===== src/fsr_consts.svh =====
// Constants for the fault status register group
`ifndef FSR_CONSTS_SVH
`define FSR_CONSTS_SVH
`define FSR_REG_W            16
`define FSR_FAULT_W          5
`define FSR_STD_W            8
`define FSR_BIT_EXCESS_CUR   0
`define FSR_BIT_EXCESS_VOLT  1
`define FSR_BIT_EXCESS_PWR   2
`define FSR_BIT_REVERSED     3
`define FSR_BIT_THERMAL      4
`define FSR_STB_FAULT_BIT    3
`define FSR_STB_STD_BIT      5
`define FSR_STD_VALID_MASK   8'h3D
`define FSR_ZERO16           16'h0000
`define FSR_ZERO8            8'h00
`define FSR_ZERO5            5'h00
`endif


===== src/fsr_pkg.sv =====
// Types shared by the fault status register group
package fsr_pkg;
    typedef enum logic [2:0] {
        fsr_sel_live,
        fsr_sel_mask,
        fsr_sel_events,
        fsr_sel_rise,
        fsr_sel_fall,
        fsr_sel_std_events,
        fsr_sel_std_mask,
        fsr_sel_none
    } fsr_sel_e;
endpackage


===== src/fsr_top.sv =====
// Fault status register group with rise/fall filters, read-clear events and summary bits
`include "fsr_consts.svh"
`timescale 1ns/1ps
`default_nettype none
module fsr_top
(
    input  wire logic                     mclk,
    input  wire logic                     resetn,
    input  wire logic [`FSR_FAULT_W-1:0]  fault_in,
    input  wire logic [`FSR_STD_W-1:0]    std_src,
    input  wire logic                     cmd_valid,
    input  wire logic                     cmd_write,
    input  wire fsr_pkg::fsr_sel_e        cmd_sel,
    input  wire logic [`FSR_REG_W-1:0]    cmd_wdata,
    output logic                          rsp_valid,
    output logic [`FSR_REG_W-1:0]         rsp_data,
    output logic [7:0]                    status_byte
);
    import fsr_pkg::*;

    typedef struct packed {
        logic [`FSR_FAULT_W-1:0] sync_a;
        logic [`FSR_FAULT_W-1:0] sync_b;
        logic [`FSR_FAULT_W-1:0] live;
        logic [`FSR_REG_W-1:0]   rise_f;
        logic [`FSR_REG_W-1:0]   fall_f;
        logic [`FSR_REG_W-1:0]   mask;
        logic [`FSR_REG_W-1:0]   events;
        logic [`FSR_STD_W-1:0]   std_prev;
        logic [`FSR_STD_W-1:0]   std_events;
        logic [`FSR_STD_W-1:0]   std_mask;
        logic                    rsp_valid;
        logic [`FSR_REG_W-1:0]   rsp_data;
        logic [7:0]              status_byte;
    } fsr_state_s;

    fsr_state_s q;
    fsr_state_s next_q;
    logic [`FSR_REG_W-1:0] hit;
    logic [`FSR_STD_W-1:0] std_hit;
    logic                  rd;
    logic                  wr;

    assign rd = cmd_valid && !cmd_write;
    assign wr = cmd_valid && cmd_write;

    // Positions above the fault field have no source, so they never produce an edge
    genvar i;
    generate
        for (i = 0; i < `FSR_REG_W; i = i + 1)
        begin : g_edge
            if (i < `FSR_FAULT_W)
            begin : g_src
                assign hit[i] = (q.sync_b[i] & ~q.live[i] & q.rise_f[i])
                              | (~q.sync_b[i] & q.live[i] & q.fall_f[i]);
            end
            else
            begin : g_nosrc
                assign hit[i] = 1'b0;
            end
        end
    endgenerate

    assign std_hit = std_src & ~q.std_prev & `FSR_STD_VALID_MASK;

    always_comb
    begin
        next_q = q;
        next_q.sync_a = fault_in;
        next_q.sync_b = q.sync_a;
        next_q.live = q.sync_b;
        next_q.std_prev = std_src;
        if (wr)
        begin
            case (cmd_sel)
                fsr_sel_mask:     next_q.mask = cmd_wdata;
                fsr_sel_rise:     next_q.rise_f = cmd_wdata;
                fsr_sel_fall:     next_q.fall_f = cmd_wdata;
                fsr_sel_std_mask: next_q.std_mask = cmd_wdata[`FSR_STD_W-1:0] & `FSR_STD_VALID_MASK;
                default:          next_q.mask = q.mask;
            endcase
        end
        // A read clears only what it returned; an edge in the same cycle survives
        next_q.events = ((rd && cmd_sel == fsr_sel_events) ? `FSR_ZERO16 : q.events) | hit;
        next_q.std_events = ((rd && cmd_sel == fsr_sel_std_events) ? `FSR_ZERO8 : q.std_events) | std_hit;
        next_q.rsp_valid = rd;
        next_q.rsp_data = `FSR_ZERO16;
        if (rd)
        begin
            case (cmd_sel)
                fsr_sel_live:       next_q.rsp_data = {{(`FSR_REG_W-`FSR_FAULT_W){1'b0}}, q.live};
                fsr_sel_mask:       next_q.rsp_data = q.mask;
                fsr_sel_events:     next_q.rsp_data = q.events;
                fsr_sel_rise:       next_q.rsp_data = q.rise_f;
                fsr_sel_fall:       next_q.rsp_data = q.fall_f;
                fsr_sel_std_events: next_q.rsp_data = {`FSR_ZERO8, q.std_events};
                fsr_sel_std_mask:   next_q.rsp_data = {`FSR_ZERO8, q.std_mask};
                default:            next_q.rsp_data = `FSR_ZERO16;
            endcase
        end
        // Summary follows the new state so it never lags the event register
        next_q.status_byte = `FSR_ZERO8;
        next_q.status_byte[`FSR_STB_FAULT_BIT] = |(next_q.events & next_q.mask);
        next_q.status_byte[`FSR_STB_STD_BIT] = |(next_q.std_events & next_q.std_mask);
    end

    always_ff @(posedge mclk)
    begin
        if (!resetn)
        begin
            q <= '0;
        end
        else
        begin
            q <= next_q;
        end
    end

    assign rsp_valid = q.rsp_valid;
    assign rsp_data = q.rsp_data;
    assign status_byte = q.status_byte;

    // Checks
    logic [1:0] up_cnt;
    always_ff @(posedge mclk)
    begin
        if (!resetn)
        begin
            up_cnt <= 2'h0;
        end
        else if (up_cnt != 2'h3)
        begin
            up_cnt <= up_cnt + 2'h1;
        end
    end

    // Last rise filter write, held apart from the register so a readback has something independent to match
    logic [`FSR_REG_W-1:0] rise_shadow;
    always_ff @(posedge mclk)
    begin
        if (!resetn)
        begin
            rise_shadow <= `FSR_ZERO16;
        end
        else if (wr && cmd_sel == fsr_sel_rise)
        begin
            rise_shadow <= cmd_wdata;
        end
    end
endmodule // fsr_top
`default_nettype wire


===== config.mk =====
export PLATFORM = sky130hd
export DESIGN_NAME = fsr_top
export DESIGN_NICKNAME = d
export VERILOG_FILES = /design/src/fsr_pkg.sv /design/src/fsr_top.sv
export VERILOG_INCLUDE_DIRS = /design/src
export SDC_FILE = /design/constraint.sdc
export NUM_CORES = 1
export LEC_CHECK = 0
export ABC_AREA = 1
export BUFFER_PORTS_ARGS = -buffer_cell sky130_fd_sc_hd__buf_2
export CORE_MARGIN = 1
export CORE_UTILIZATION = 51
export CTS_BUF_LIST = sky130_fd_sc_hd__clkbuf_16
export CTS_CLUSTER_DIAMETER = 120
export DETAILED_ROUTE_END_ITERATION = 12
export PLACE_DENSITY_LB_ADDON = 0.25
export SLEW_MARGIN = 5
export SYNTH_ARGS = -nofsm -noshare
export SYNTH_HDL_FRONTEND = slang
export SYNTH_SLANG_ARGS = --single-unit

===== constraint.sdc =====
create_clock -name mclk -period 1.6 [get_ports mclk]
set_clock_uncertainty 0.15 [all_clocks]
set_input_delay 0.08 -clock mclk [delete_from_list [all_inputs] [get_ports mclk]]
set_output_delay 0.08 -clock mclk [all_outputs]
set_load 0.02 [all_outputs]

==> reports/summary.log <==
[clock_network] worst-skew pair later-pin latency 0.40 ns
[floorplan] overall die area 10200 um^2
[power_and_ir_drop] switching power 1.65 mW
[floorplan] die width 101 um
[worst_setup_path] required arrival time at the worst endpoint 1.71 ns
[worst_setup_path] reg2reg path depth 10
[drt] Avg WL per Cell 14.5 um
[floorplan] overall die height 101 um
[worst_setup_path] type of the worst setup path register to register
[power_and_ir_drop] Internal Dissipation 5.79 mW
[worst_setup_path] worst-path maximum fanout 3
[worst_setup_path] dominant delay contributor by cell family on the critical path simple AND/OR/NAND/NOR gates
[yosys] share of cell area taken by muxes after synthesis 0
[cells_and_area] Nets 804
[global_routing] global-route wire length before repair 21600 um
[yosys] flops & latches, synth 119
[power_and_ir_drop] proportion of total power due to net switching 0.222
[yosys] async set-reset flop share out of synthesis 0
[clock_network] post-CTS setup buffers 0
[yosys] synthesized area per cell 7.30 um^2
[floorplan] number of I/O pins 61
[worst_setup_path] Slowest cell on crit path dfxtp_1
[drt] Iteration-0 DRC Markers 431
[global_routing] number of antenna violations at the first check in global routing 0
[drt] total wirelength of the detailed-routed design 13200 um
[drt] met1 wire length 5850 um
[sta] final setup violating endpoints 0
[floorplan] initial cell density of the core 0.532
[drt] drc violations 0
[floorplan] Floorplan Core Area 9370 um^2
[power_and_ir_drop] Pwr Density 1170 nW/um^2
[worst_setup_path] worst path arrival time 1.53 ns
[cells_and_area] utilization after layout 0.676
[clock_network] CTS tree built
[cells_and_area] layout cells sized above 1 0.172
[yosys] most used standard cell by instance count after synthesis nand2_1
[power_and_ir_drop] part of the total power dissipated in combinational logic 0.062
[yosys] synth top area cells dfxtp_1, nand2_1, nor2_1, inv_1, a21oi_1
[yosys] Post-Syn Area 4990 um^2
[placed_design] Port Buffers 51
[power_and_ir_drop] proportion of power drawn by the clock network 0.528
[global_routing] total overflow reported by the global router 0
[yosys] largest family of logic cells by synthesized area simple AND/OR/NAND/NOR gates
[yosys] post-synthesis adder-cell area fraction 0
[yosys] ranking of synthesized cells by instance count nand2_1, dfxtp_1, nor2_1, inv_1, a21oi_1
[placed_design] detailed-placement wirelength estimate 8480 um
[yosys] Yosys top cell by area dfxtp_1
[power_and_ir_drop] sequential share of power 0.410
[sta] crit share post-route 0.890
[worst_setup_path] number of stages on the worst setup path 10
[global_routing] vias in the first global route 4446
[clock_network] clock buffers created by TritonCTS 17
[yosys] share of Yosys cell area claimed by the top area cell type 0.477
[clock_network] Longest Clk Path Bufs 2
[sta] Pins Over Slew Limit 0
[yosys] number of enable-type register cells in the synthesized netlist 0
[yosys] Primary FF master, synth dfxtp_1
[drt] via count 4709
[drt] vias per cell 5.17
[floorplan] number of rows in the core area 35
[drt] ANT nets after route 0
[placed_design] gpl congestion 0.852
[drt] highest routing layer actually used met4
[clock_network] root cell of the clock tree clkbuf_16
[sta] setup repair after global routing missed its margin false
[status] status finished clean
[job] max-cap viol count 0
[yosys] Synth Area in XOR/XNOR 0
[worst_setup_path] crit-path cells inv_1 > nor2_1 > a21oi_2 > nand2_1 > nand2_1 > nand2_1 > nor2_1 > nand2_1 > nor2_1 > nor2_1
[sta] Max-slew headroom 0.566
[drt] met2 wire len 6040 um
[sta] Period minus WS final 1.42 ns
[yosys] sequential element share of the synthesized area 0.477
[min_path] class of the worst hold path primary input to register
[clock_network] number of H-tree branching levels 4
[yosys] Mapped Cells 684
[worst_setup_path] buffers plus inverters on the worst setup path 1
[yosys] synthesized-area fraction occupied by ao, oa, aoi and oai cells 0.140
[yosys] count of yosys warnings during synthesis 0
[power_and_ir_drop] worst voltage drop across the vdd grid 0.000746 V
[cells_and_area] Area Overhead vs Synth 27.0%
[global_routing] pin count of the biggest net entering global routing 60
[power_and_ir_drop] static leakage 2.89 nW
[worst_setup_path] type of element launching the critical path register
[worst_setup_path] capturing element type of the critical path register
[clock_network] clock-pin slew reported for the worst setup and hold paths after clock tree synthesis 0.05 ns
[sta] Final Hold Vio Count 0
[yosys] count of cell types in the netlist 28
[sta] Tightest Pin Transition 0.650 ns
[min_path] number of cells traversed by the worst hold path 6
[sta] maximum clock frequency 702 MHz
[drt] WL met3 959 um
[yosys] simple-gate share of the synthesized area 0.252
[sta] minimum hold slack 0.0811 ns
[drt] first-pass iteration count of the detailed router 5
[cells_and_area] number of antenna repair diodes 0
[worst_setup_path] delay contributed by the slowest stage of the critical path 0.30 ns
[global_routing] gr usage total 0.277
[clock_network] Sink Count 119
## sequential cells by signal (all words and copies together), names as in the netlist
| signal | count |
|---|---|
| next_q | 10 |
| q | 90 |
| rsp_data | 16 |
| rsp_valid | 1 |
| status_byte | 2 |
## worst paths after layout
path / from / to / slack (ns)
hold reg to reg: next_q[118] / next_q[113] / 0.26
setup reg to reg: q[83] / status_byte[3] / 0.18
setup / recovery: q[83] / status_byte[3] / 0.18
hold / removal: cmd_sel[2] / q[70] / 0.08
## cells in the final DEF, fill, tap and decap left out, types with 4 or more instances in the layout
master         netlist  layout
nor2_1              81      81
buf_12               0       7
nor2_4               4       4
o21a_1               5       5
buf_4               28      28
a21oi_1             53      50
conb_1               1       6
bufinv_16            0       4
nor3_1              17      17
inv_1               79      79
a221oi_1             9       9
inv_2                5       5
clkbuf_16            0      17
nand2_1            163     163
dfxtp_1            119     119
dlygate4sd3_1        0      27
o21ai_0             47      47
nand3_1             28      28
buf_2                9      51
clkinv_2             0       4
clkinv_1             1       4
## logic make-up after synthesis
group                  count (synthesis)
other                                  1
flip-flops                           119
buffers and inverters                138
AO/OA/AOI/OAI                        125
AND/OR/NAND/NOR                      301
## power groups by stage
stage	combinational (mW)	sequential, mW	clock [mW]
after global placement	0.395	3.11	0
final	0.459	3.05	3.92
after detailed placement	0.400	3.11	0
after CTS	0.454	3.05	3.96
after floorplan	0.241	3.11	0
after global routing	0.505	3.06	4.13
## layer usage
| layer | global-route usage | up-vias |
|---|---|---|
| li1 | - | 2311 |
| met5 | 0 | - |
| met3 | 0.0700 | 39 |
| met2 | 0.443 | 202 |
| met1 | 0.358 | 2157 |
| met4 | 0.113 | 0 |
## repair_timing
item	in CTS	in global routing
hold endpoints to repair	63	0
resized for setup	0	3
hold buffers	27	0
setup endpoints to repair	0	1
## through the flow
step,TNS [ns],power [mW],cell area (um^2),setup WS (ns),instances
CTS,0,7.46,6320,0.170,910
global placement,-0.0208,3.51,5450,-0.0208,851
floorplan,0,3.35,5010,0.236,689
finish,0,7.44,6340,0.176,910
detailed placement,-0.0331,3.51,5450,-0.0331,851
global route,0,7.69,6340,0.00880,910
## cell type report
cell class / count / area [um^2]
clock buffer: 17 / 425
clock inverter: 15 / 184
fill: 775 / 3040
inverter: 85 / 319
multi-input combinational: 432 / 1990
sequential: 119 / 2380
tap: 129 / 161
timing repair buffer: 113 / 876
## worst register-to-register path, cell delays in order (launching register included)
cell	delay, ns
dfxtp_1	0.30
inv_1	0.08
nor2_1	0.06
a21oi_2	0.16
nand2_1	0.08
nand2_1	0.09
nand2_1	0.06
nor2_1	0.09
nand2_1	0.06
nor2_1	0.11
nor2_1	0.05
Power figures use the tool's default switching activity.
